## src/logic/nri_pkg.sv

```systemverilog
// package: constants and types for the read-identifier responder
package nri_pkg;
    // ==========================================================
    // commands and addresses
    localparam logic [7:0] CMD_READ_ID = 8'h90;
    localparam logic [7:0] CMD_RESET = 8'hFF;
    localparam logic [7:0] CMD_SYNC_RESET = 8'hFC;
    localparam logic [7:0] ADDR_MAKER = 8'h00;
    localparam logic [7:0] ADDR_SIGNATURE = 8'h20;
    // ==========================================================
    // identifier bytes
    localparam logic [7:0] ID_MAKER_DEFAULT = 8'hA5; // arbitrary value
    localparam logic [7:0] ID_DEVICE_DEFAULT = 8'h5A; // arbitrary value
    localparam logic [1:0] LUN_ONE = 2'h0;
    localparam logic [1:0] CELL_SLC = 2'h0;
    localparam logic [3:0] BYTE2_RSVD = 4'h0;
    localparam logic [1:0] PAGE_4K = 2'h2;
    localparam logic [1:0] SPARE_28 = 2'h1;
    localparam logic [2:0] PAGES_128 = 3'h2;
    localparam logic [1:0] PLANES_TWO = 2'h1;
    localparam logic [2:0] BLOCKS_2048 = 3'h1;
    localparam logic [2:0] ASYNC_MODE4 = 3'h4;
    localparam logic [7:0] SIG_0 = 8'h4F;
    localparam logic [7:0] SIG_1 = 8'h4E;
    localparam logic [7:0] SIG_2 = 8'h46;
    localparam logic [7:0] SIG_3 = 8'h49;
    localparam logic [7:0] SIG_BEYOND = 8'h00;
    localparam int LEN_MAKER = 5;
    localparam int LEN_SIGNATURE = 4;
    // ==========================================================
    // buffering and reset values
    localparam int FIFO_WIDTH = 8;
    localparam int FIFO_DEPTH = 8;
    localparam logic [2:0] IDX_RESET = 3'h0;
    localparam logic [7:0] BYTE_RESET = 8'h00;

    typedef enum logic [1:0] {
        ST_IDLE,
        ST_WAIT_ADDR,
        ST_READ_ID
    } nri_state_t;
endpackage : nri_pkg

```

## src/logic/nri_fifo_if.sv

```systemverilog
// interface: byte stream between responder core and fifo
`timescale 1ns/10ps
interface nri_fifo_if;
    logic [7:0] data;
    logic valid;
    logic ready;
    modport src (output data, output valid, input ready);
    modport snk (input data, input valid, output ready);
endinterface : nri_fifo_if

```

## src/logic/nri_fifo.sv

```systemverilog
// module: parameterised flip-flop fifo with valid/ready on both sides
`timescale 1ns/10ps
module nri_fifo #(
    parameter int WIDTH = 8,
    parameter int DEPTH = 8
) (
    input wire logic ref_clk, // system clock
    input wire logic rst, // sync reset, high
    input wire logic flush, // drop contents
    nri_fifo_if.snk in_if, // fill side
    input wire logic out_ready, // drain side ready
    output logic out_valid, // drain side valid
    output logic [WIDTH-1:0] out_data // head word
);
    localparam int AW = $clog2(DEPTH);
    logic [WIDTH-1:0] mem_r [DEPTH];
    logic [AW-1:0] wr_r;
    logic [AW-1:0] rd_r;
    logic [AW:0] cnt_r;
    wire push = in_if.valid && in_if.ready;
    wire pop = out_valid && out_ready;
    wire [AW:0] depth_c = (AW+1)'(DEPTH);

    assign in_if.ready = (cnt_r != depth_c);
    assign out_valid = (cnt_r != '0);
    assign out_data = mem_r[rd_r];

    always_ff @(posedge ref_clk) begin
        if (push) begin
            mem_r[wr_r] <= in_if.data;
        end
    end

    always_ff @(posedge ref_clk) begin
        if (rst || flush) begin
            wr_r <= '0;
            rd_r <= '0;
            cnt_r <= '0;
        end else begin
            if (push) begin
                wr_r <= AW'(wr_r + 1'b1);
            end
            if (pop) begin
                rd_r <= AW'(rd_r + 1'b1);
            end
            cnt_r <= (AW+1)'(cnt_r + push - pop);
        end
    end
endmodule : nri_fifo

```

## src/logic/nri_responder.sv

```systemverilog
// module: read-identifier responder of a nand target
//
// Operation
// - accept read-identifier only while all logical units are idle
// - identifier mode persists until another valid command arrives
// - address 00h gives five bytes: maker, device, three config bytes
// - address 20h gives signature 4Fh 4Eh 46h 49h in order
// - asynchronous: each read-enable falling edge presents the next byte
// - synchronous: new byte per rising strobe, repeated on falling
// - third byte: one unit, single-level cell, upper bits zero, 00h
// - fourth byte: 4kB page, 28 spare, 128 pages, multi-unit bit
// - fifth byte: two planes, 2048 blocks, async mode 4; 85h
// - maker code first, device code second in five-byte sequence
`timescale 1ns/10ps
module nri_responder
    import nri_pkg::*;
#(
    parameter logic [7:0] MAKER_CODE = ID_MAKER_DEFAULT, // arbitrary value
    parameter logic [7:0] DEVICE_CODE = ID_DEVICE_DEFAULT // arbitrary value
) (
    input wire logic ref_clk, // system clock 100 MHz
    input wire logic rst, // sync reset, high
    input wire logic cmd_valid, // command byte latched, one cycle
    input wire logic [7:0] cmd_byte, // command byte
    input wire logic cmd_known, // command byte is a valid command
    input wire logic addr_valid, // address byte latched, one cycle
    input wire logic [7:0] addr_byte, // address byte
    input wire logic luns_idle, // all logical units idle
    input wire logic multi_lun_en, // multi-unit support strap
    input wire logic sync_mode, // synchronous interface active
    input wire logic re_n_pin, // read enable pin, async
    input wire logic dqs_pin, // data strobe pin from host, sync
    input wire logic ale_pin, // address latch enable pin
    input wire logic cle_pin, // command latch enable pin
    output logic [7:0] dq_out, // data byte to pins
    output logic dq_oe, // drive enable for data pins
    output logic id_mode, // identifier-read mode active
    output logic fifo_full // byte buffer full
);
    // ==========================================================
    // pin synchronisers
    logic [3:0] sync1_r;
    logic [3:0] sync2_r;
    logic [3:0] sync3_r;

    always_ff @(posedge ref_clk) begin
        sync1_r <= {cle_pin, ale_pin, dqs_pin, re_n_pin};
        sync2_r <= sync1_r;
        sync3_r <= sync2_r;
    end

    wire re_n_s = sync2_r[0];
    wire dqs_s = sync2_r[1];
    wire ale_s = sync2_r[2];
    wire cle_s = sync2_r[3];

    // step on the read-enable fall so the byte is out while it is low
    wire re_fall = !re_n_s && sync3_r[0];
    wire dqs_rise = dqs_s && !sync3_r[1];
    wire ale_cle_hi = ale_s && cle_s;
    wire re_low = !re_n_s;

    // ==========================================================
    // command decode
    nri_state_t state_r;
    nri_state_t state_nxt;
    logic sig_sel_r;
    logic sig_sel_nxt;
    logic [2:0] idx_r;

    wire is_read_id = cmd_valid && (cmd_byte == CMD_READ_ID);
    wire read_id_ok = is_read_id && luns_idle;
    wire other_cmd = cmd_valid && cmd_known && !is_read_id;
    wire addr_maker = addr_valid && (addr_byte == ADDR_MAKER);
    wire addr_sig = addr_valid && (addr_byte == ADDR_SIGNATURE);

    always_comb begin
        state_nxt = state_r;
        sig_sel_nxt = sig_sel_r;
        case (state_r)
            ST_IDLE: begin
                if (read_id_ok) begin
                    state_nxt = ST_WAIT_ADDR;
                end
            end
            ST_WAIT_ADDR: begin
                if (other_cmd) begin
                    state_nxt = ST_IDLE;
                end else if (addr_maker || addr_sig) begin
                    state_nxt = ST_READ_ID;
                    sig_sel_nxt = addr_sig;
                end
            end
            ST_READ_ID: begin
                if (other_cmd) begin
                    state_nxt = ST_IDLE;
                end else if (read_id_ok) begin
                    state_nxt = ST_WAIT_ADDR;
                end
            end
            default: begin
                state_nxt = ST_IDLE;
            end
        endcase
    end

    // any entry, exit or re-arm of read mode flushes the buffer
    wire restart = (state_nxt != ST_READ_ID) || (state_r != ST_READ_ID);

    always_ff @(posedge ref_clk) begin
        if (rst) begin
            state_r <= ST_IDLE;
            sig_sel_r <= 1'b0;
        end else begin
            state_r <= state_nxt;
            sig_sel_r <= sig_sel_nxt;
        end
    end

    // ==========================================================
    // identifier byte table
    wire [7:0] byte2 = {BYTE2_RSVD, CELL_SLC, LUN_ONE};
    wire [7:0] byte3 = {multi_lun_en, PAGES_128, SPARE_28, PAGE_4K};
    wire [7:0] byte4 = {ASYNC_MODE4, BLOCKS_2048, PLANES_TWO};
    logic [7:0] id_byte;

    always_comb begin
        id_byte = SIG_BEYOND;
        if (sig_sel_r) begin
            case (idx_r)
                3'h0: id_byte = SIG_0;
                3'h1: id_byte = SIG_1;
                3'h2: id_byte = SIG_2;
                3'h3: id_byte = SIG_3;
                default: id_byte = SIG_BEYOND;
            endcase
        end else begin
            case (idx_r)
                3'h0: id_byte = MAKER_CODE;
                3'h1: id_byte = DEVICE_CODE;
                3'h2: id_byte = byte2;
                3'h3: id_byte = byte3;
                3'h4: id_byte = byte4;
                default: id_byte = SIG_BEYOND;
            endcase
        end
    end

    // ==========================================================
    // producer: fills the buffer in sequence order
    nri_fifo_if fif ();
    wire [2:0] seq_len = sig_sel_r ? 3'(LEN_SIGNATURE) : 3'(LEN_MAKER);
    logic more_r;

    assign fif.data = id_byte;
    assign fif.valid = (state_r == ST_READ_ID) && more_r && !restart;

    always_ff @(posedge ref_clk) begin
        if (rst || restart) begin
            idx_r <= IDX_RESET;
            more_r <= 1'b1;
        end else if (fif.valid && fif.ready) begin
            idx_r <= 3'(idx_r + 1'b1);
            more_r <= (3'(idx_r + 1'b1) != seq_len);
        end
    end

    // ==========================================================
    // drain: strobe edges pull bytes from the buffer
    logic out_valid;
    logic [7:0] out_data;
    wire async_step = !sync_mode && re_fall;
    wire sync_step = sync_mode && ale_cle_hi && dqs_rise;
    wire take = async_step || sync_step;

    nri_fifo #(
        .WIDTH(FIFO_WIDTH),
        .DEPTH(FIFO_DEPTH)
    ) u_fifo (
        .ref_clk(ref_clk),
        .rst(rst),
        .flush(restart),
        .in_if(fif.snk),
        .out_ready(take),
        .out_valid(out_valid),
        .out_data(out_data)
    );

    logic [7:0] dq_r;
    logic oe_r;
    wire in_read = (state_r == ST_READ_ID);
    wire [7:0] dq_nxt = out_valid ? out_data : SIG_BEYOND;
    wire drive_async = !sync_mode && re_low;
    wire drive_sync = sync_mode && ale_cle_hi;
    wire oe_nxt = in_read && (drive_async || drive_sync);

    // ==========================================================
    // pin drivers: byte steps only on a take
    always_ff @(posedge ref_clk) begin
        if (rst || restart) begin
            dq_r <= BYTE_RESET;
        end else if (take) begin
            dq_r <= dq_nxt;
        end
        // falling data-strobe edge keeps dq_r unchanged
    end

    always_ff @(posedge ref_clk) begin
        if (rst) begin
            oe_r <= 1'b0;
        end else begin
            oe_r <= oe_nxt;
        end
    end

    assign dq_out = dq_r;
    assign dq_oe = oe_r;
    assign id_mode = (state_r != ST_IDLE);
    assign fifo_full = !fif.ready;
endmodule : nri_responder

```

## config.mk

```make
export PLATFORM = sky130hd
export DESIGN_NAME = nri_responder
export DESIGN_NICKNAME = d
export VERILOG_FILES = /design/src/logic/nri_pkg.sv /design/src/logic/nri_fifo_if.sv /design/src/logic/nri_fifo.sv /design/src/logic/nri_responder.sv
export SDC_FILE = /design/constraint.sdc
export NUM_CORES = 1
export LEC_CHECK = 0
export ABC_AREA = 1
export BUFFER_PORTS_ARGS = -buffer_cell sky130_fd_sc_hd__buf_4
export CORE_AREA = 2 2 103 80
export CTS_CLUSTER_DIAMETER = 200
export DETAILED_ROUTE_END_ITERATION = 16
export DIE_AREA = 0 0 105 82
export PLACE_DENSITY = 0.88
export SYNTH_ARGS = -nofsm -noshare
export SYNTH_HDL_FRONTEND = slang
export SYNTH_SLANG_ARGS = --single-unit
```

## constraint.sdc

```tcl
create_clock -name ref_clk -period 2.8 [get_ports ref_clk]
set_input_delay 0.56 -clock ref_clk [delete_from_list [all_inputs] [get_ports ref_clk]]
set_output_delay 0.56 -clock ref_clk [all_outputs]
set_load 0.05 [all_outputs]
```

==> results of run 1 <==
-- critical path, cell delays in order, from the launching register on --
cell      delay (ps)
dfxtp_1          420
inv_1            130
ha_1             260
o311ai_0         550
o21ai_0          560
-- cell type report --
cell class | count | area share [%]
multi-input cells | 242 | 26.6
well taps | 105 | 2.63
flip-flops and latches | 103 | 54.0
repair buffers | 51 | 7.66
inverters | 71 | 5.33
clock inverters | 6 | 1.03
clock buffers | 10 | 2.75
-- logic make-up after synthesis --
| group | after synthesis | synth area share [%] |
|---|---|---|
| buffers and inverters | 84 | 7.63 |
| AO/OA/AOI/OAI | 81 | 11.1 |
| AND/OR/NAND/NOR | 144 | 14.6 |
| adder cells (fa/ha/maj) | 14 | 4.19 |
| XOR/XNOR | 3 | 0.602 |
| flip-flops | 103 | 61.9 |
-- cells in the mapped netlist (2+ instances only) --
| cell | n |
|---|---|
| inv_1 | 70 |
| nor2_1 | 36 |
| clkbuf_1 | 5 |
| ha_1 | 13 |
| buf_2 | 5 |
| nor3_1 | 2 |
| o21ai_0 | 23 |
| a31oi_1 | 2 |
| a21oi_1 | 30 |
| a21oi_2 | 8 |
| nand3b_1 | 3 |
| or2_2 | 3 |
| nand3_1 | 30 |
| edfxtp_1 | 64 |
| xor2_1 | 3 |
| nor2_2 | 2 |
| dfxtp_1 | 39 |
| nand2_1 | 61 |
| nand4_1 | 3 |
| o211ai_1 | 16 |
-- through the flow --
stage / total power, W / std cells / instance area, sq um / worst slack (ps) / hold WS (ps)
6_report: 0.00253 / 588 / 5000 / 457 / 286
5_1_grt: 0.00260 / 588 / 5000 / 291 / 264
4_1_cts: 0.00254 / 588 / 5000 / 461 / 276
3_5_place_dp: 0.00168 / 572 / 4810 / 385 / 313
3_3_place_gp: 0.00168 / 572 / 4810 / 466 / 310
2_1_floorplan: 0.00165 / 429 / 4360 / 329 / 310
-- layer usage --
layer / routed length [microns] / vias up / GRT usage, %
li1: - / 1536 / -
met1: 3650 / 1472 / 25.9
met2: 4360 / 125 / 39.5
met3: 610 / 8 / 6.03
met4: 71 / 0 / 3.47
met5: 0 / - / 0
-- report_power, final --
group | internal (W) | switching [W]
clock network | 0.000362 | 0.000519
registers | 0.00160 | 0.00000240
logic | 0.0000298 | 0.0000177
total | 0.00199 | 0.000539
-- flip-flops by register name, summed over array words and instances, names as in the netlist, named ones only --
register and cells:
u_fifo.mem_r 64, dq_out 8, sync1_r 4, sync2_r 4
u_fifo.cnt_r 4, idx_r 3, u_fifo.rd_r 3, u_fifo.wr_r 3
state_r 2, sync3_r 2, dq_oe 1, more_r 1
sig_sel_r 1
-- worst min-delay path by stage --
| stage | startpoint | slack, ps | to | cells after the start |
|---|---|---|---|---|
| after detailed placement | sync1_r[3] | 310 | sync2_r[3] | 0 |
| after CTS | dqs_pin | 280 | sync1_r[1] | 1 |
| after floorplan | sync1_r[0] | 310 | sync2_r[0] | 0 |
| final | dqs_pin | 290 | sync1_r[1] | 1 |
| after global routing | cle_pin | 260 | sync1_r[3] | 1 |
| after global placement | sync1_r[0] | 310 | sync2_r[0] | 0 |
==> impl_metrics.env, run 1 <==
export IMPL_grt_antenna_before_repair=0
export IMPL_crit_required_ps=2750
export IMPL_finalHoldViolations=0
export IMPL_startpoint="idx_r[0]"
export IMPL_tns_ps=0
export IMPL_rsz0062_at_grt="false"
export IMPL_cts_resized=0
export IMPL_critPathKind="register to register"
export IMPL_grt_overflow_total=0
export IMPL_fin_crit_sh_pct=83.7
export IMPL_clock_sinks=103
export IMPL_clkTransAtPathRegs_ps=100
export IMPL_max_freq_mhz=427
export IMPL_ant_nets=0
export IMPL_dr_total_vias=3141
export IMPL_critPathCaptureType="register"
export IMPL_syn_nets=471
export IMPL_synthCells=429
export IMPL_async_flop_share_pct=0
export IMPL_dieArea_sq_um=8610
export IMPL_reg2regPathDepth=4
export IMPL_grt_usage_pct=21.4
export IMPL_r2r_start="idx_r[0]"
export IMPL_syn_area_per_cell_sq_um=10.2
export IMPL_io_buffers=38
export IMPL_multi_input_area_sq_um=1330
export IMPL_register_area_sq_um=2700
export IMPL_r2r_slack_ps=460
export IMPL_p_leak_nw=1.95
export IMPL_grt_pass1_wl_microns=14100
export IMPL_fp_dieH_microns=82
export IMPL_synth_edf_count=64
export IMPL_final_common_cell="inv_1"
export IMPL_root_buffer="clkbuf_8"
export IMPL_fillCellCount=596
export IMPL_h_tree_depth=3
export IMPL_synth_warning_count=0
export IMPL_synth_area_sq_um=4360
export IMPL_cts_tree="done"
export IMPL_drtPass1Iterations=5
export IMPL_worstMarginPinSlew_ps=1030
export IMPL_yosys_area_top_type="edfxtp_1"
export IMPL_final_max_slew_viol_count=0
export IMPL_grt_max_degree=65
export IMPL_num_antenna_cells=0
export IMPL_power_density_nw_per_um2=506
export IMPL_detail_route_wl_per_cell_microns=14.8
export IMPL_drv_cap=0
export IMPL_slew_headroom_pct=30.8
export IMPL_cp_arrival_ps=2290
export IMPL_top_level_ports=39
export IMPL_holdBufCountCts=0
export IMPL_routed_wl_microns=8690
export IMPL_first_iter_violations=250
export IMPL_start_util_pct=57.1
export IMPL_mostFrequentLayoutCells="70 x inv_1, 64 x edfxtp_1, 61 x nand2_1, 51 x buf_4, 39 x dfxtp_1"
export IMPL_setup_violations_final=0
export IMPL_clock_latency_ps=370
export IMPL_cp_max_fo=8
export IMPL_ys_seq_elements=103
export IMPL_rows=28
export IMPL_die_w_microns=105
export IMPL_ys_flop_type="edfxtp_1"
export IMPL_timing_rr_end="u_fifo.mem_r[4][2]"
export IMPL_post_route_util_pct=65.5
export IMPL_yosysTopAreaCellShare_pct=44.0
export IMPL_drc=0
export IMPL_outcome="completed"
export IMPL_postCtsSetupRepairBufs=0
export IMPL_critPathLaunchType="register"
export IMPL_fin_skew_ps=12.4
export IMPL_drive_above_1_share_pct=17.6
export IMPL_crit_end="u_fifo.mem_r[4][2]"
export IMPL_grt_pass1_vias=3005
export IMPL_min_period_ps=2340
export IMPL_ys_seq_area_share_pct=61.9
export IMPL_synth_cell_type_count=31
export IMPL_routabilityCongestion=0.877
export IMPL_finalNetCount=520
export IMPL_power_ir_vdd_worst_mv=0.264
export IMPL_synthTopCellsByArea="edfxtp_1 44%, dfxtp_1 18%, inv_1 6.0%"
export IMPL_viasPerCell=5.34
export IMPL_cts_buffers=9
export IMPL_clock_path_buffers=2
export IMPL_hold_path_class="input pin to register"
export IMPL_hpwl_microns=6010
export IMPL_area_growth_syn_to_layout_pct=14.6
export IMPL_core_region_area_sq_um=7640
Power figures use the tool's default switching activity.
==> run 2: changes to the inputs <==
- ABC_AREA: 1 -> 0
- CORE_AREA: 2 2 103 80 -> 2 2 102 79
- DIE_AREA: 0 0 105 82 -> 0 0 104 81
- clock period: 2.8 -> 2.33 ns (I/O delays scaled with it)
==> run 2 against run 1 <==
Compared with the run above: synthesized area decreased by 1.9%; routed wire length shrank 8.9%; core utilization barely moved; global-route usage down 1.8 points; maximum frequency up 7.7%; final area is 0.85% lower; via count down 19%; cell count shrank 22%; non-clock buffer count rose by 6; critical path type unchanged; largest power group unchanged; highest routed layer unchanged.
==> impl_metrics.env, run 2 <==
export IMPL_worstMarginPinSlew_ps=898
export IMPL_crit_required_ps=2580
export IMPL_syn_nets=340
export IMPL_outcome="completed"
export IMPL_synth_warning_count=0
export IMPL_syn_area_per_cell_sq_um=14.4
export IMPL_final_max_slew_viol_count=0
export IMPL_ys_seq_elements=103
export IMPL_yosys_top_cells_count="64 x edfxtp_1, 39 x dfxtp_1, 21 x a21oi_1, 21 x nand2_1, 16 x inv_1"
export IMPL_drv_cap=0
export IMPL_min_from="cle_pin"
export IMPL_max_stage_delay_ps=390
export IMPL_ys_seq_area_share_pct=63.1
export IMPL_drtPass1Iterations=4
export IMPL_synthCells=298
export IMPL_h_tree_depth=3
export IMPL_yosys_area_top_type="edfxtp_1"
export IMPL_clock_latency_ps=360
export IMPL_clock_sinks=103
export IMPL_rows=28
export IMPL_clock_path_buffers=2
export IMPL_grt_antenna_before_repair=0
export IMPL_hpwl_microns=5480
export IMPL_cp_arrival_ps=2430
export IMPL_grt_pass1_vias=2588
export IMPL_regMostFlops="u_fifo.mem_r"
export IMPL_startpoint="u_fifo.cnt_r[2]"
export IMPL_grt_pass1_wl_microns=12400
export IMPL_dieArea_sq_um=8420
export IMPL_critPathKind="register to register"
export IMPL_finalNetCount=392
export IMPL_die_w_microns=104
export IMPL_dr_total_vias=2547
export IMPL_grt_overflow_total=0
export IMPL_critPathCaptureType="register"
export IMPL_setup_violations_final=0
export IMPL_async_flop_share_pct=0
export IMPL_routabilityCongestion=0.788
export IMPL_synth_cell_type_count=52
export IMPL_mostFrequentLayoutCells="64 x edfxtp_1, 57 x buf_4, 39 x dfxtp_1, 21 x nand2_1, 21 x a21oi_1"
export IMPL_tns_ps=0
export IMPL_clkTransAtPathRegs_ps=100
export IMPL_ant_nets=0
export IMPL_power_ir_vdd_worst_mv=0.406
export IMPL_yosysTopAreaCellShare_pct=44.9
export IMPL_grt_max_degree=24
export IMPL_grt_usage_pct=19.6
export IMPL_num_antenna_cells=0
export IMPL_synthTopCellsByArea="edfxtp_1 45%, dfxtp_1 18%, mux4_1 6.1%"
export IMPL_cts_tree="done"
export IMPL_synth_edf_count=64
export IMPL_detail_route_wl_per_cell_microns=17.2
export IMPL_fin_skew_ps=15.3
export IMPL_worstPathCellList="inv_1 > ha_1 > or3b_4 > and2_1 > nand4_2 > inv_1 > ha_1 > a21o_1 > a21oi_1 > xnor2_1 > nor2_1"
export IMPL_largest_reg_flops=64
export IMPL_r2r_start="u_fifo.cnt_r[2]"
export IMPL_p_leak_nw=1.56
export IMPL_finalHoldViolations=0
export IMPL_io_buffers=38
export IMPL_area_growth_syn_to_layout_pct=15.8
export IMPL_start_util_pct=56.6
export IMPL_drive_above_1_share_pct=27.9
export IMPL_cp_max_fo=4
export IMPL_root_buffer="clkbuf_8"
export IMPL_viasPerCell=5.54
export IMPL_synth_area_sq_um=4280
export IMPL_critPathLaunchType="register"
export IMPL_cts_buffers=9
export IMPL_post_route_util_pct=65.5
export IMPL_max_freq_mhz=460
export IMPL_drc=0
export IMPL_first_iter_violations=114
export IMPL_final_common_cell="edfxtp_1"
export IMPL_core_region_area_sq_um=7570
export IMPL_slew_headroom_pct=39.5
export IMPL_top_level_ports=39
export IMPL_fp_dieH_microns=81
export IMPL_yosysMostFrequentCell="edfxtp_1"
export IMPL_postCtsSetupRepairBufs=0
export IMPL_power_density_nw_per_um2=628
export IMPL_min_period_ps=2180
export IMPL_cpMaxStageDelayCell="or3b_4"
export IMPL_ys_flop_type="edfxtp_1"
export IMPL_rsz0062_at_grt="false"
export IMPL_routed_wl_microns=7910
export IMPL_fin_crit_sh_pct=93.3
export IMPL_hold_path_class="input pin to register"
[run 2: cell count changes after synthesis, sizes merged, moves of 6 or more]
cell    change
a21oi      -15
inv        -55
mux2        +8
mux4       +16
nand2      -41
nand3      -19
nor2       -24
nor4b       +6
o211ai     -16
o21ai      -16
[run 2: path summary, 6_finish.rpt]
kind	endpoint	slack, ps	depth (start not counted)
max	u_fifo.cnt_r[3]	150	11
min	sync1_r[3]	200	1
max reg2reg	u_fifo.cnt_r[3]	150	11
min reg2reg	sync2_r[3]	340	0
[run 2: critical path, delay by kind of cell, from the launching register on]
family                     cells  cell delay, ps
and+or+nand+nor                4             750
AOI/OAI and AO/OA              2             330
DFF                            1             310
xor gates and xnor gates       1             150
buffers and inverters          2             150
adders and majority gates      2             370
[run 2: routing by layer]
metal	share of wire, %	global-route usage [%]	vias up
met5	0	0	-
met4	0.72	7.30	0
met3	4.1	3.77	7
met2	53	37.6	60
met1	42	22.1	1263
li1	-	-	1217
[run 2: area by class of cell]
cell class | instances | area [sq um]
Sequential cell | 103 | 2700
Fill cell | 542 | 2610
Multi-Input combinational cell | 163 | 1430
Timing Repair Buffer | 57 | 428
Tap cell | 105 | 131
Clock buffer | 10 | 128
Clock inverter | 6 | 75.1
Inverter | 16 | 60.1
[run 2: kinds of logic (layout without fill, tap and decap cells)]
kind of cell    count (synthesis)  after routing  share of synthesized area [%]
simple gates                   78             78                           10.3
flops                         103            103                           63.1
compound gates                 40             40                           5.64
buf+inv                        32             89                           3.74
xor+xnor                        6              6                           1.23
fa+ha+maj                      14             14                           4.27
mux                            25             25                           11.6
[run 2: stage by stage]
step,instance area (sq um),total power (W),hold slack (ps),setup WS (ps),std cells
floorplan,4300,0.00198,310,-265,298
global placement,4750,0.00202,312,95.1,444
detailed placement,4750,0.00202,314,30.6,444
CTS,4960,0.00313,178,104,460
global route,4960,0.00320,180,14.9,460
finish,4960,0.00311,198,155,460
[run 2: power by group]
| group | leakage [nW] | internal [W] | switching, W |
|---|---|---|---|
| Combinational | 0.708 | 0.0000369 | 0.0000211 |
| Sequential | 0.749 | 0.00192 | 0.00000324 |
| Clock | 0.101 | 0.000515 | 0.000616 |
| Total | 1.56 | 0.00247 | 0.000640 |
[run 2: timing repair]
item,in CTS,in global routing
endpoints found under the setup margin,0,1
hold buffers,0,0
resized for setup,0,1
==> run 3: changes to the inputs <==
- CELL_PAD_IN_SITES_DETAIL_PLACEMENT: default -> 0
- CELL_PAD_IN_SITES_GLOBAL_PLACEMENT: default -> 1
- CORE_AREA: 2 2 102 79 -> 2 2 116 90
- DIE_AREA: 0 0 104 81 -> 0 0 118 92
- MAX_ROUTING_LAYER: default -> met4
- PLACE_DENSITY: 0.88 -> 0.82
==> run 3 against run 2 <==
Compared with the run above: power is 11% higher; die area is 29% higher; combinational power hardly changed; core utilization is 14 points lower; largest power group unchanged.
==> impl_metrics.env, run 3 (synthesized netlist as in run 2, its figures left out) <==
export IMPL_finalHoldViolations=0
export IMPL_critPathCaptureType="register"
export IMPL_use_met1_pct=18.3
export IMPL_hold_path_class="input pin to register"
export IMPL_fin_cells=491
export IMPL_clock_latency_ps=340
export IMPL_final_common_cell="edfxtp_1"
export IMPL_fin_skew_ps=8.00
export IMPL_rsz0062_at_grt="false"
export IMPL_detail_route_wl_per_cell_microns=15.7
export IMPL_clock_sinks=103
export IMPL_met3_usage_pct=5.85
export IMPL_dr_total_vias=2559
export IMPL_holdBufCountCts=0
export IMPL_place_ws_ps=41.4
export IMPL_tns_ps=0
export IMPL_top_usage_layer="met2"
export IMPL_drv_cap=0
export IMPL_multi_input_area_sq_um=1430
export IMPL_grt_usage_pct=15.8
export IMPL_cp_arrival_ps=2430
export IMPL_clkTransAtPathRegs_ps=60
export IMPL_grtUsageMet2_pct=26.8
export IMPL_min_period_ps=2150
export IMPL_routed_wl_microns=7720
export IMPL_start_util_pct=43.3
export IMPL_critPathLaunchType="register"
export IMPL_first_iter_violations=184
export IMPL_drc=0
export IMPL_place_inst=475
export IMPL_grt_overflow_total=0
export IMPL_core_region_area_sq_um=9890
export IMPL_postCtsSetupRepairBufs=0
export IMPL_area_growth_syn_to_layout_pct=18.8
export IMPL_h_tree_depth=3
export IMPL_final_max_slew_viol_count=0
export IMPL_finalNetCount=392
export IMPL_crit_required_ps=2610
export IMPL_max_stage_delay_ps=410
export IMPL_startpoint="u_fifo.cnt_r[2]"
export IMPL_max_freq_mhz=464
export IMPL_routabilityCongestion=0.756
export IMPL_power_density_nw_per_um2=678
export IMPL_cts_resized=0
export IMPL_finalHoldWorstSlack_ps=227
export IMPL_r2r_slack_ps=180
export IMPL_grt_max_degree=24
export IMPL_critical_path_top_delay_family="simple AND/OR/NAND/NOR gates"
export IMPL_mostFrequentLayoutCells="64 x edfxtp_1, 57 x buf_4, 39 x dfxtp_1, 21 x nand2_1, 21 x a21oi_1"
export IMPL_cpMaxStageDelayCell="or3b_1"
export IMPL_drtPass1Iterations=4
export IMPL_cts_tree="done"
export IMPL_setup_violations_final=0
export IMPL_cts_buffers=9
export IMPL_fillCellCount=846
export IMPL_top_level_ports=39
export IMPL_worst_path_buf_inv=3
export IMPL_root_buffer="clkbuf_16"
export IMPL_worstPathCellList="inv_1 > ha_1 > or3b_1 > and2_1 > nand4_2 > inv_1 > ha_1 > inv_1 > fa_1 > nor2_1"
export IMPL_grt_antenna_before_repair=0
export IMPL_regMostFlops="u_fifo.mem_r"
export IMPL_timing_rr_end="u_fifo.cnt_r[1]"
export IMPL_clock_path_buffers=2
export IMPL_rows=32
export IMPL_hpwl_microns=5460
export IMPL_place_area_sq_um=4790
export IMPL_register_area_sq_um=2700
export IMPL_cp_depth=10
export IMPL_slew_headroom_pct=33.7
export IMPL_r2r_start="u_fifo.cnt_r[2]"
export IMPL_power_ir_vdd_worst_mv=0.393
export IMPL_fin_crit_sh_pct=92.5
export IMPL_final_cell_area_sq_um=5080
export IMPL_viasPerCell=5.21
export IMPL_fin_ws_ps=175
export IMPL_reg2regPathDepth=10
export IMPL_drive_above_1_share_pct=27.3
export IMPL_p_leak_nw=1.59
export IMPL_critPathKind="register to register"
export IMPL_num_antenna_cells=0
export IMPL_fp_dieH_microns=92
export IMPL_worstMarginPinSlew_ps=984
export IMPL_largest_reg_flops=64
export IMPL_dieArea_sq_um=10900
export IMPL_path_common_cell="inv_1"
export IMPL_io_buffers=38
export IMPL_ant_nets=0
export IMPL_cp_max_fo=4
export IMPL_outcome="completed"
export IMPL_grt_pass1_wl_microns=12700
export IMPL_die_w_microns=118
export IMPL_grt_pass1_vias=2565
export IMPL_crit_end="u_fifo.cnt_r[1]"
-- run 3: cell count changes in the layout (fill, tap and decap cells not counted), sizes merged --
cell	delta
inv	-2
clkinvlp	+1
clkbuf	+1
-- run 3: where the power goes --
part | switching (W) | internal [W] | total, W
logic | 0.0000210 | 0.0000370 | 0.0000580
registers | 0.00000307 | 0.00192 | 0.00192
clock network | 0.000629 | 0.000835 | 0.00146
-- run 3: per-stage QoR --
stage | util (%) | power [W]
floorplan | - | 0.00198
global placement | 48.5 | 0.00202
detailed placement | 48.5 | 0.00202
CTS | 51.4 | 0.00349
global route | 51.4 | 0.00356
finish | 51.4 | 0.00345
-- run 3: worst min-delay path by stage --
stage,startpoint,cells after the start,slack [ps],end
final,re_n_pin,1,230,sync1_r[0]
after CTS,re_n_pin,1,210,sync1_r[0]
after floorplan,sync1_r[0],0,310,sync2_r[0]
after global routing,re_n_pin,1,210,sync1_r[0]
after detailed placement,sync1_r[1],0,310,sync2_r[1]
after global placement,sync1_r[3],0,310,sync2_r[3]
-- run 3: layout make-up --
class / count / area share, %
Clock buffer: 11 / 4.58
Clock inverter: 5 / 1.16
Inverter: 16 / 1.18
Multi-Input combinational cell: 163 / 28.2
Sequential cell: 103 / 53.2
Tap cell: 136 / 3.35
Timing Repair Buffer: 57 / 8.42
-- run 3: routing by layer --
layer | wire [microns] | share of wire [%]
met1 | 3410 | 44
met2 | 3840 | 50
met3 | 410 | 5.3
met4 | 63 | 0.82
met5 | 0 | 0
